**src/hw/tmcp_cfg.svh**
```systemverilog
// Register map, field positions and reset values of the capture timer.
// How it works
// - Source select set: input-1 edge flags A, no capture.
// - Source select set: both-edge input 0 blocks capture into A.
// - Restart mode: capture into B, then clear counter.
// - Edge select for input 0 at bits 5:4.
// - Input level valid after two equal count-clock samples.
// - Enable plus A-toggle inverts output every A+1 counts.
// - Square wave: counter clears on match with A.
// - PPG: output inverts on match A and match B.
// - Two-bit initial level field; 11 is ignored.
// - PPG period A+1 counts, duty B+1 counts.
// - Trigger clears counter; active at smaller, inactive larger.
// - Larger-first order handled; equal values not allowed.
// - Counter keeps running after pulse until mode 00.
// - Counter starts as soon as mode leaves 00.
// - Input-0 edge also restarts counter in one-shot.
// - External one-shot: input-0 edge clears and starts.
// - Overflow flag set on wrap from maximum.
// - Trigger bit self-clears and reads zero.
// - Capture at count tick, interrupt at next tick.
`ifndef TMCP_CFG_SVH
`define TMCP_CFG_SVH
`define TMCP_ADR_CNT 4'h0
`define TMCP_ADR_CRA 4'h1
`define TMCP_ADR_CRB 4'h2
`define TMCP_ADR_CCR 4'h3
`define TMCP_ADR_PRM 4'h4
`define TMCP_ADR_TMR 4'h5
`define TMCP_ADR_OCR 4'h6
`define TMCP_ADR_STS 4'h7
`define TMCP_CCR_A_CAP 0
`define TMCP_CCR_B_SRC 1
`define TMCP_CCR_B_CAP 2
`define TMCP_PRM_ES0 4
`define TMCP_PRM_ES1 6
`define TMCP_TMR_OVF 0
`define TMCP_TMR_OP 2
`define TMCP_OCR_OE 0
`define TMCP_OCR_TGA 1
`define TMCP_OCR_LVR 2
`define TMCP_OCR_LVS 3
`define TMCP_OCR_TGB 4
`define TMCP_OCR_OSE 5
`define TMCP_OCR_OST 6
`define TMCP_ES_FALL 2'h0
`define TMCP_ES_RISE 2'h1
`define TMCP_ES_BOTH 2'h3
`define TMCP_CR_RST 16'h0000
`define TMCP_PRM_RST 8'h00
`define TMCP_CNT_MAX 16'hFFFF
`endif

```
**src/hw/tmcp_pkg.sv**
```systemverilog
// Types shared by the capture timer.
package tmcp_pkg;
    typedef enum logic [1:0] {
        TMCP_STOP    = 2'b00,
        TMCP_RESTART = 2'b01,
        TMCP_FREE    = 2'b10,
        TMCP_CLRA    = 2'b11
    } tmcp_mode_e;
    typedef enum logic [1:0] {
        OS_IDLE = 2'b00,
        OS_WAIT = 2'b01,
        OS_ACT  = 2'b10
    } tmcp_os_e;
    typedef struct packed {
        logic rise;
        logic fall;
    } tmcp_edge_s;
    typedef logic [1:0] tmcp_lvl_t;
endpackage

```
**src/hw/tmcp_timer.sv**
```systemverilog
// Sixteen-bit timer with two capture/compare registers and pulse output.
`timescale 1ns/1ps
`include "tmcp_cfg.svh"
module tmcp_timer #(
    parameter int W = 16
) (
    input  wire logic              clk_i,
    input  wire logic              rst_b_i,
    input  wire logic [3:0]        addr_i,
    input  wire logic [15:0]       wdata_i,
    input  wire logic              wr_i,
    input  wire logic              rd_i,
    output logic      [15:0]       rdata_o,
    input  wire logic              timer_input_0_i,
    input  wire logic              timer_input_1_i,
    output logic                   timer_output_pin_o,
    output logic                   match_a_irq_o,
    output logic                   match_b_irq_o,
    output tmcp_pkg::tmcp_lvl_t    in_level_o
);
    import tmcp_pkg::*;

    logic [W-1:0] main_counter_q, compare_reg_a_q, compare_reg_b_q;
    logic [2:0]   capcmp_control_reg_q;
    logic [7:0]   prescaler_mode_reg_q;
    logic [1:0]   op_mode_q;
    logic         overflow_flag_q;
    logic         oe_q, tga_q, tgb_q, ose_q, ost_q;
    logic [2:0]   pre_q;
    logic [1:0][2:0] sy_q;
    logic [1:0]   cln_q, smp_q, lvl_q;
    logic         out_q, pend_a_q, pend_b_q;
    tmcp_os_e     os_q, os_d;
    tmcp_edge_s   e0, e1;

    function automatic logic valid_edge(input logic [1:0] es, input tmcp_edge_s e);
        case (es)
            `TMCP_ES_FALL: valid_edge = e.fall;
            `TMCP_ES_RISE: valid_edge = e.rise;
            `TMCP_ES_BOTH: valid_edge = e.rise | e.fall;
            default:       valid_edge = 1'b0;
        endcase
    endfunction

    // Register decode.
    wire wr_cra = wr_i & (addr_i == `TMCP_ADR_CRA);
    wire wr_crb = wr_i & (addr_i == `TMCP_ADR_CRB);
    wire wr_ccr = wr_i & (addr_i == `TMCP_ADR_CCR);
    wire wr_prm = wr_i & (addr_i == `TMCP_ADR_PRM);
    wire wr_tmr = wr_i & (addr_i == `TMCP_ADR_TMR);
    wire wr_ocr = wr_i & (addr_i == `TMCP_ADR_OCR);

    wire tmcp_mode_e mode = tmcp_mode_e'(op_mode_q);
    wire run   = (mode != TMCP_STOP);
    wire [1:0] psel = prescaler_mode_reg_q[1:0];
    wire [2:0] pmask = (psel == 2'd0) ? 3'h0 : (psel == 2'd1) ? 3'h1 :
                       (psel == 2'd2) ? 3'h3 : 3'h7;
    wire tick = run & ((pre_q & pmask) == pmask);

    wire [1:0] es0 = prescaler_mode_reg_q[`TMCP_PRM_ES0+:2];
    wire [1:0] es1 = prescaler_mode_reg_q[`TMCP_PRM_ES1+:2];
    wire a_cap = capcmp_control_reg_q[`TMCP_CCR_A_CAP];
    wire b_src = capcmp_control_reg_q[`TMCP_CCR_B_SRC];
    wire b_cap = capcmp_control_reg_q[`TMCP_CCR_B_CAP];

    // A level change counts once two count-clock samples agree.
    wire [1:0] agree = ~(smp_q ^ cln_q) & {2{tick}};
    assign e0.rise = agree[0] & cln_q[0] & ~lvl_q[0];
    assign e0.fall = agree[0] & ~cln_q[0] & lvl_q[0];
    assign e1.rise = agree[1] & cln_q[1] & ~lvl_q[1];
    assign e1.fall = agree[1] & ~cln_q[1] & lvl_q[1];

    wire v0 = valid_edge(es0, e0);
    wire v1 = valid_edge(es1, e1);
    // Reverse edge of input 0 for capture into A; none when both edges.
    wire rev0 = (es0 == `TMCP_ES_FALL) ? e0.rise :
                (es0 == `TMCP_ES_RISE) ? e0.fall : 1'b0;

    wire cap_b = b_cap & v0;
    wire cap_a = a_cap & (b_src ? rev0 : v1);
    wire match_a = tick & ~a_cap & (main_counter_q == compare_reg_a_q);
    wire match_b = tick & ~b_cap & (main_counter_q == compare_reg_b_q);
    wire ev_a = match_a | cap_a | (b_src & v1);
    wire ev_b = match_b | cap_b;

    wire sw_trig = tick & ost_q & ose_q;
    wire ostart = sw_trig | (ose_q & v0);
    wire clr = ((mode == TMCP_RESTART) & v0) | ((mode == TMCP_CLRA) & match_a) | ostart;
    wire wrap = tick & ~clr & (main_counter_q == `TMCP_CNT_MAX);

    // One-shot edges: active at the smaller compare, inactive at the larger.
    wire b_first = compare_reg_b_q < compare_reg_a_q;
    wire hit_lo = b_first ? match_b : match_a;
    wire hit_hi = b_first ? match_a : match_b;

    always_comb begin
        os_d = os_q;
        case (os_q)
            OS_IDLE: if (ostart) begin
                os_d = OS_WAIT;
            end
            OS_WAIT: if (~ostart & hit_lo) begin
                os_d = OS_ACT;
            end
            OS_ACT: if (~ostart & hit_hi) begin
                os_d = OS_IDLE;
            end
            default: os_d = OS_IDLE;
        endcase
        if (!ose_q) begin
            os_d = OS_IDLE;
        end
    end

    wire lvs = wdata_i[`TMCP_OCR_LVS];
    wire lvr = wdata_i[`TMCP_OCR_LVR];
    wire set_lvl = wr_ocr & (lvs ^ lvr);
    wire toggle = ~ose_q & ((tga_q & match_a) ^ (tgb_q & match_b));
    wire out_d = set_lvl ? lvs :
                 (os_q == OS_WAIT && os_d == OS_ACT) ? 1'b1 :
                 (os_q == OS_ACT && os_d == OS_IDLE) ? 1'b0 :
                 out_q ^ toggle;

    wire [15:0] rmux =
        (addr_i == `TMCP_ADR_CNT) ? 16'(main_counter_q) :
        (addr_i == `TMCP_ADR_CRA) ? 16'(compare_reg_a_q) :
        (addr_i == `TMCP_ADR_CRB) ? 16'(compare_reg_b_q) :
        (addr_i == `TMCP_ADR_CCR) ? {13'h0000, capcmp_control_reg_q} :
        (addr_i == `TMCP_ADR_PRM) ? {8'h00, prescaler_mode_reg_q} :
        (addr_i == `TMCP_ADR_TMR) ? {12'h000, op_mode_q, 1'b0, overflow_flag_q} :
        (addr_i == `TMCP_ADR_OCR) ? {10'h000, ose_q, tgb_q, 2'b00, tga_q, oe_q} :
        (addr_i == `TMCP_ADR_STS) ? {12'h000, lvl_q, os_q} : 16'h0000;

    always_ff @(posedge clk_i or negedge rst_b_i) begin
        if (!rst_b_i) begin
            sy_q  <= '0;
            cln_q <= 2'b00;
            smp_q <= 2'b00;
            lvl_q <= 2'b00;
        end else begin
            for (int i = 0; i < 2; i++) begin
                sy_q[i] <= {sy_q[i][1:0], (i == 0) ? timer_input_0_i : timer_input_1_i};
                if (sy_q[i][1] == sy_q[i][2]) begin
                    cln_q[i] <= sy_q[i][2];
                end
                if (tick) begin
                    smp_q[i] <= cln_q[i];
                end
                if (agree[i]) begin
                    lvl_q[i] <= cln_q[i];
                end
            end
        end
    end

    always_ff @(posedge clk_i or negedge rst_b_i) begin
        if (!rst_b_i) begin
            pre_q          <= 3'h0;
            main_counter_q <= '0;
        end else begin
            pre_q <= run ? pre_q + 3'h1 : 3'h0;
            if (!run) begin
                main_counter_q <= '0;
            end else if (tick) begin
                main_counter_q <= clr ? '0 : main_counter_q + 1'b1;
            end
        end
    end

    always_ff @(posedge clk_i or negedge rst_b_i) begin
        if (!rst_b_i) begin
            compare_reg_a_q      <= `TMCP_CR_RST;
            compare_reg_b_q      <= `TMCP_CR_RST;
            capcmp_control_reg_q <= 3'h0;
            prescaler_mode_reg_q <= `TMCP_PRM_RST;
            op_mode_q            <= 2'h0;
            {oe_q, tga_q, tgb_q, ose_q} <= 4'h0;
        end else begin
            if (cap_a) begin
                compare_reg_a_q <= main_counter_q;
            end else if (wr_cra) begin
                compare_reg_a_q <= wdata_i[W-1:0];
            end
            if (cap_b) begin
                compare_reg_b_q <= main_counter_q;
            end else if (wr_crb) begin
                compare_reg_b_q <= wdata_i[W-1:0];
            end
            if (wr_ccr) begin
                capcmp_control_reg_q <= wdata_i[2:0];
            end
            if (wr_prm) begin
                prescaler_mode_reg_q <= wdata_i[7:0];
            end
            if (wr_tmr) begin
                op_mode_q <= wdata_i[`TMCP_TMR_OP+:2];
            end
            if (wr_ocr) begin
                oe_q  <= wdata_i[`TMCP_OCR_OE];
                tga_q <= wdata_i[`TMCP_OCR_TGA];
                tgb_q <= wdata_i[`TMCP_OCR_TGB];
                ose_q <= wdata_i[`TMCP_OCR_OSE];
            end
        end
    end

    always_ff @(posedge clk_i or negedge rst_b_i) begin
        if (!rst_b_i) begin
            overflow_flag_q    <= 1'b0;
            ost_q              <= 1'b0;
            os_q               <= OS_IDLE;
            out_q              <= 1'b0;
            pend_a_q           <= 1'b0;
            pend_b_q           <= 1'b0;
            match_a_irq_o      <= 1'b0;
            match_b_irq_o      <= 1'b0;
            timer_output_pin_o <= 1'b0;
            rdata_o            <= 16'h0000;
            in_level_o         <= 2'b00;
        end else begin
            if (wrap) begin
                overflow_flag_q <= 1'b1;
            end else if (wr_tmr && !wdata_i[`TMCP_TMR_OVF]) begin
                overflow_flag_q <= 1'b0;
            end
            if (wr_ocr && wdata_i[`TMCP_OCR_OST]) begin
                ost_q <= 1'b1;
            end else if (tick || !run) begin
                ost_q <= 1'b0;
            end
            os_q <= os_d;
            out_q <= out_d;
            if (!run) begin
                pend_a_q <= 1'b0;
                pend_b_q <= 1'b0;
            end else if (tick) begin
                pend_a_q <= ev_a;
                pend_b_q <= ev_b;
            end
            match_a_irq_o      <= tick & pend_a_q;
            match_b_irq_o      <= tick & pend_b_q;
            timer_output_pin_o <= oe_q & out_d;
            rdata_o            <= rd_i ? rmux : 16'h0000;
            in_level_o         <= lvl_q;
        end
    end
endmodule

```
**config.mk**
```make
export PLATFORM = sky130hd
export DESIGN_NAME = tmcp_timer
export DESIGN_NICKNAME = d
export VERILOG_FILES = /design/src/hw/tmcp_pkg.sv /design/src/hw/tmcp_timer.sv
export VERILOG_INCLUDE_DIRS = /design/src /design/src/hw
export SDC_FILE = /design/constraint.sdc
export NUM_CORES = 1
export LEC_CHECK = 0
export BUFFER_PORTS_ARGS = -buffer_cell sky130_fd_sc_hd__buf_2
export CAP_MARGIN = 25
export CORE_MARGIN = 3
export CORE_UTILIZATION = 61
export DETAILED_ROUTE_END_ITERATION = 8
export PLACE_DENSITY = 0.86
export SLEW_MARGIN = 10
export SYNTH_ARGS = -nofsm -noshare
export SYNTH_HDL_FRONTEND = slang
export SYNTH_SLANG_ARGS = --single-unit
```
**constraint.sdc**
```tcl
create_clock -name clk_i -period 2.87 [get_ports clk_i]
set_input_delay 0.287 -clock clk_i [delete_from_list [all_inputs] [get_ports clk_i]]
set_output_delay 0.287 -clock clk_i [all_outputs]
set_load 0.05 [all_outputs]
```
== Word level (Yosys, flattened, before mapping) ==
Index checks and enable logic that the tools add are counted.

* Register bits: 108
* Bits in latches: 0
* Memory bits (writable): 0
* Bits in read-only memories: 0
* Bits of input ports: 26
* Output and inout bits: 21
* Word-level logic and storage cells: 180
* Memories: 0

* Add/sub/neg operators: 2
* Multiply operators: 0
* Divide/modulo/power cells: 0
* Order comparisons: 1
* Equality and inequality tests: 25
* Shifts and indexed selects: 0
* Muxes and demuxes: 43
* Bitwise operators: 62
* Reductions and logical operators: 18

{| class="wikitable"
|+ Operators with widths
! kind !! number
|-
| $mux 16 || 11
|-
| $and 1x1->1 || 38
|-
| $eq 16x16->1 || 2
|-
| $add 16x1->16 const B || 1
|-
| $eq 16x16->1 const B || 1
|-
| $eq 4x3->1 const B || 4
|-
| $lt 16x16->1 || 1
|-
| $mux 1 || 16
|-
| $mux 8 || 2
|-
| $eq 2x2->1 const B || 6
|-
| $mux 3 || 4
|-
| $mux 6 || 2
|-
| $eq 2x1->1 const B || 5
|-
| $logic_not 2->1 || 5
|-
| $reduce_bool 2->1 || 5
|-
| $not 1->1 || 9
|-
| $eq 4x2->1 const B || 2
|-
| $mux 2 || 4
|-
| $or 1x1->1 || 8
|-
| $pmux 1 s3 || 2
|-
| $pmux 2 s3 || 1
|-
| $eq 4x1->1 const B || 1
|-
| $logic_and 1x1->1 || 4
|-
| $logic_not 4->1 || 1
|-
| 12 further kinds || 16
|}

== Longest topological paths before layout ==
* Word-level depth: 25
* Gate-level depth with buffers: 11
* Mapped depth without buffers: 10

== Worst setup path after synthesis ==
OpenSTA, ideal clock, no wires.

* Kind: reg2reg
* Start point: reg compare_reg_a_q[5]
* End point: reg timer_output_pin_o
* Library setup time: 135 ps
* Data arrival time: 2,198 ps
* Data required time: 2,735 ps
* Setup slack: 537 ps
* Stages on the path, launching flop included: 11
* Buffers on the path: 0
* Period minus slack after synthesis: 2,333 ps
* Path through: dfrtp_1 inv_1 ha_1 a211o_1 a31oi_1 o21ai_0 a21oi_1 mux2i_1 nor2_1 o41ai_2 a21boi_1

* Cells in the longest elaborated chain, start to end: 13
* Elaborated cells between the ends (all ways): 23
* Those cells by class: order compare: 1; eq/ne: 2; mux: 9; bitwise: 8; reduce/logical: 3

{| class="wikitable"
|+ Ends and longest elaborated chain
! what !! RTL line !! RTL
|-
| from (decl) || tmcp_timer.sv:23 || <nowiki>logic [W-1:0] main_counter_q, compare_reg_a_q, compare_reg_b_q;</nowiki>
|-
| from (signal assigned) || tmcp_timer.sv:172 || <nowiki>compare_reg_a_q <= `TMCP_CR_RST;</nowiki>
|-
| from (signal assigned) || tmcp_timer.sv:180 || <nowiki>compare_reg_a_q <= main_counter_q;</nowiki>
|-
| from (signal assigned) || tmcp_timer.sv:182 || <nowiki>compare_reg_a_q <= wdata_i[W-1:0];</nowiki>
|-
| parallel branches: the longest is 10 deep, another holds $lt 16x16->1 || - ||
|-
| $mux 1 (*) || tmcp_timer.sv:120 || <nowiki>(os_q == OS_WAIT && os_d == OS_ACT) ? 1'b1 :</nowiki>
|-
| $mux 1 (*) || tmcp_timer.sv:119 || <nowiki>wire out_d = set_lvl ? lvs :</nowiki>
|-
| $and 1x1->1 (*) || tmcp_timer.sv:242 || <nowiki>timer_output_pin_o <= oe_q & out_d;</nowiki>
|-
| to (signal assigned) || tmcp_timer.sv:242 ||
|-
| to (decl) || tmcp_timer.sv:16 || <nowiki>output logic timer_output_pin_o,</nowiki>
|}

Every way passes the cells marked *.
A chain may end at the register's enable or synchronous reset.

== Final worst setup path ==
* Start point: reg main_counter_q[9]
* End point: reg timer_output_pin_o

* Cells in the longest elaborated chain, start to end: 13
* Elaborated cells between the ends (all ways): 25
* Those cells by class: eq/ne: 3; mux: 9; bitwise: 10; reduce/logical: 3

{| class="wikitable"
|+ Ends and longest elaborated chain
! what !! RTL line !! RTL
|-
| from (decl) || tmcp_timer.sv:23 ||
|-
| from (signal assigned) || tmcp_timer.sv:165 || <nowiki>main_counter_q <= clr ? '0 : main_counter_q + 1'b1;</nowiki>
|-
| $eq 16x16->1 (on tied branches) || tmcp_timer.sv:82, tmcp_timer.sv:81 ||
|-
| $and 1x1->1 (on tied branches) || tmcp_timer.sv:82, tmcp_timer.sv:81 ||
|-
| $mux 1 (on tied branches) || tmcp_timer.sv:94, tmcp_timer.sv:93 ||
|-
| $and 1x1->1 (on tied branches) || tmcp_timer.sv:105, tmcp_timer.sv:102 ||
|-
| $mux 2 (on tied branches) || tmcp_timer.sv:105, tmcp_timer.sv:102 ||
|-
| $pmux 2 s3 || tmcp_timer.sv:98 || <nowiki>case (os_q)</nowiki>
|-
| $mux 2 || tmcp_timer.sv:110 || <nowiki>if (!ose_q) begin</nowiki>
|-
| $logic_not 2->1 || tmcp_timer.sv:121 || <nowiki>(os_q == OS_ACT && os_d == OS_IDLE) ? 1'b0 :</nowiki>
|-
| $logic_and 1x1->1 || tmcp_timer.sv:121 ||
|-
| $mux 1 || tmcp_timer.sv:121 ||
|-
| $mux 1 (*) || tmcp_timer.sv:120 ||
|-
| $mux 1 (*) || tmcp_timer.sv:119 ||
|-
| $and 1x1->1 (*) || tmcp_timer.sv:242 ||
|}

Every way passes the cells marked *; elsewhere a longest branch is shown, timed or not.

==> key figures <==
Floorplanning
  – DIE AREA: approximately 0.011 sq mm
  – CORE AREA: 0.00982 sq mm
  – Initial Util: 0.630
  – # IOs: 47
  – Die height: approximately 110 um
  – Die Wd: between 100 and 150 um
  – Row cnt: 36

CTS
  – Skew-Pair Late Insertion Delay: around 400 ps
  – CTS buffer count: 9
  – Worst-path clk slew: 100 ps
  – CTS tree: built
  – Clock root buffer: clkbuf_8
  – Num Clock Sinks: 108
  – CTS max path bufs: 2
  – H-tree depth: 3

Global route
  – Initial antenna violation count: 0
  – First-pass GRT wire length: around 26 mm
  – Congestion Overflow GR: 0
  – Global Route Usage Sum: 0.298
  – Vias in the first global route: between 5k and 6k
  – Largest net degree at the start of global routing: 73

Worst setup path
  – Req. time, crit path: 3140 ps
  – CP max-delay cell: dfrtp_1
  – Worst Path Buf+Inv: 0
  – CP Cell Sequence: xor2_1 -> nor3_1 -> nand4_1 -> a311o_1 -> a21oi_1 -> mux2i_1 -> o41ai_2 -> a21boi_1
  – CP arrival: about 3000 ps
  – Kind of critical path: flop to flop
  – Worst Setup Start Kind: flop
  – Critical Path End Type: flop
  – Max incr delay on CP: 670 ps
  – CP top delay family: compound AO/OA/AOI/OAI gates
  – Crit-path max FO: 14

Timing
  – Final hold vios: 0
  – Max-slew violations: 0
  – Sum Neg Setup Slack: 0 ps
  – Worst slew pin tran: 648 ps
  – Slew headroom: 0.567
  – Final worst setup slack: between 100 and 150 ps
  – RSZ-0062 raised after global routing: no
  – F_max: around 370 MHz
  – Minimum clock period: between 2000 and 3000 ps
  – Setup violators final: 0
  – Post-route clock skew: ~10 ps
  – Period utilization: 0.953
  – Worst hold slack: ~170 ps

Place
  – Dpl hpwl: between 10 and 15 mm
  – PortBufs: 46
  – Place WS: 224 ps
  – RePlAce Congestion: ~1

Power and ir drop
  – Cell Int Power: 3.25 mW
  – Combinational share of power: 0.385
  – Switching power: 2.27 mW
  – PD cells: 813 mW/mm^2
  – Switching Fraction: 0.411
  – P_leak: around 3.2 nW
  – Reg power frac: 0.436
  – Clock network fraction of design power: 0.179
  – Peak VDD IR: about 360 uV
  – Power Total: 5.52 mW

Routing
  – Routed Antenna Nets: 0
  – WL/cell: ~20 um
  – Final wirelength: 16.2 mm
  – Via count: slightly above 5k
  – Iteration-0 DRC Markers: 374
  – Vias per cell: between 6 and 7
  – DR pass1 iterations: 7
  – Residual DRC: 0

Synth
  – Mapped Cells: approximately 630
  – Synth Flop Type: dfrtp_1
  – Syn nets: roughly 680
  – Yosys cell types: 66
  – Ys Warns: 0
  – Area of the mapped netlist: about 0.006 sq mm
  – Post-synthesis async set-or-reset flop share: 1.00
  – Register area share after synthesis: 0.437
  – Yosys reg bits: 108
  – Post-synth EDFFs: 0
  – Syn Area/Cell: 9.77 sq um

Cells and area
  – Final nets: 720
  – Diode count: 0
  – Ratio of cells with drive above 1 in the final layout: 0.183
  – Area delta synth->final: 9.65%

Flow run
  – Max-capacitance violation count: 0

Min path
  – Worst min path class: primary input to flop

Run status
  – Status: completed
[cell type report]
type / instances / area, sq um
multi-input cells: 461 / 3150
fillers: 731 / 3040
flip-flops and latches: 108 / 2700
repair buffers: 71 / 453
well taps: 133 / 166
clock buffers: 11 / 151
inverters: 26 / 97.6
clock inverters: 5 / 58.8
[Yosys cell counts, types with 3 or more instances]
cell type,number,area (sq um)
a22oi_1,5,37.5
mux2i_1,47,470
nand3b_1,3,22.5
xor2_1,25,219
buf_1,3,11.3
mux2_2,20,225
nor4_4,3,63.8
dfrtp_1,108,2700
and3_1,9,56.3
o21ai_0,47,235
nor3_2,3,30.0
nor2_1,65,244
xor2_2,3,48.8
nand4_1,5,31.3
nand2_1,54,203
nand3_1,10,50.1
nand2b_1,4,25.0
a31oi_1,7,43.8
ha_1,17,213
nor2b_1,7,43.8
xnor2_1,9,78.8
buf_6,9,101
nor3_1,9,45.0
a21oi_1,43,215
a211oi_1,3,22.5
buf_2,11,55.1
inv_1,24,90.1
and4_1,4,35.0
clkbuf_1,13,48.8
and2_1,5,31.3
o21ai_1,10,50.1
[path summary, 6_finish.rpt]
kind / start / slack, ps / depth (start not counted) / endpoint
max in group asynchronous: rst_b_i / 1750 / 3 / main_counter_q[4]
min: rd_i / 170 / 3 / rdata_o[2]
min reg2reg: sy_q[3] / 360 / 0 / sy_q[4]
max: main_counter_q[9] / 140 / 8 / timer_output_pin_o
max reg2reg: main_counter_q[9] / 140 / 8 / timer_output_pin_o
min in group asynchronous: rst_b_i / 380 / 2 / match_a_irq_o
[registers in the layout, summed over array words and instances, names as in the netlist, 3 cells and up]
signal and flops:
capcmp_control_reg_q 3, compare_reg_a_q 16, compare_reg_b_q 16, main_counter_q 16
pre_q 3, prescaler_mode_reg_q 8, rdata_o 16, sy_q 6
[layout by cell type (no fill, tap or decap), types with 3 or more instances in the layout]
master	instances
a211oi_1	3
a21oi_1	43
a22oi_1	5
a31oi_1	7
and2_1	5
and3_1	9
and4_1	4
buf_2	45
buf_4	21
clkbuf_8	11
dfrtp_1	108
dlygate4sd3_1	3
ha_1	17
inv_1	24
mux2_2	20
mux2i_1	47
nand2_1	54
nand2b_1	4
nand3_1	10
nand3b_1	3
nand4_1	5
nor2_1	64
nor2b_1	7
nor3_1	9
nor3_2	3
nor4_4	3
o21ai_0	47
o21ai_1	10
xnor2_1	9
xor2_1	25
xor2_2	3
[cells by family (layout without fill, tap and decap cells)]
kind of cell / count (synthesis) / after routing / share of synthesized area
adder cells (fa/ha/maj): 19 / 19 / 0.0376
XOR/XNOR: 37 / 37 / 0.0560
AND/OR/NAND/NOR: 194 / 194 / 0.159
buffers and inverters: 64 / 113 / 0.0538
multiplexers: 69 / 69 / 0.120
flip-flops: 108 / 108 / 0.437
AO/OA/AOI/OAI: 142 / 142 / 0.137
[power groups by stage]
stage	combinational (mW)	clock, mW	sequential (mW)
finish	2.12	0.988	2.41
global route	2.34	1.05	2.45
CTS	2.10	0.996	2.38
detailed placement	2.08	0	2.41
global placement	1.98	0	2.38
floorplan	1.47	0	2.36
[tightest hold or removal path, stage by stage]
cell     delay (ps)
buf_2           130
o21ai_0          70
nor2_1           40
[metal layers]
metal,global-route usage,wire (um),vias to the layer above
met5,0,0,-
met1,0.431,6980,2515
met4,0.128,476,0
met3,0.0409,1230,36
met2,0.454,7550,251
li1,-,-,2298
[metrics by stage]
step	area (sq um)	std cells	utilization
2_1_floorplan	6180	633	-
3_3_place_gp	6540	796	0.666
3_5_place_dp	6540	796	0.666
4_1_cts	6780	815	0.690
5_1_grt	6780	815	0.691
6_report	6780	815	0.691
[what timing repair did]
action / 4_1_cts / 5_1_grt
buffers inserted: 0 / 0
endpoints found under the hold margin: 38 / 0
resized for setup: 0 / 1
setup endpoints to repair: 0 / 2
hold buffers: 3 / 0
No activity file was read; power rests on OpenSTA's default activity.
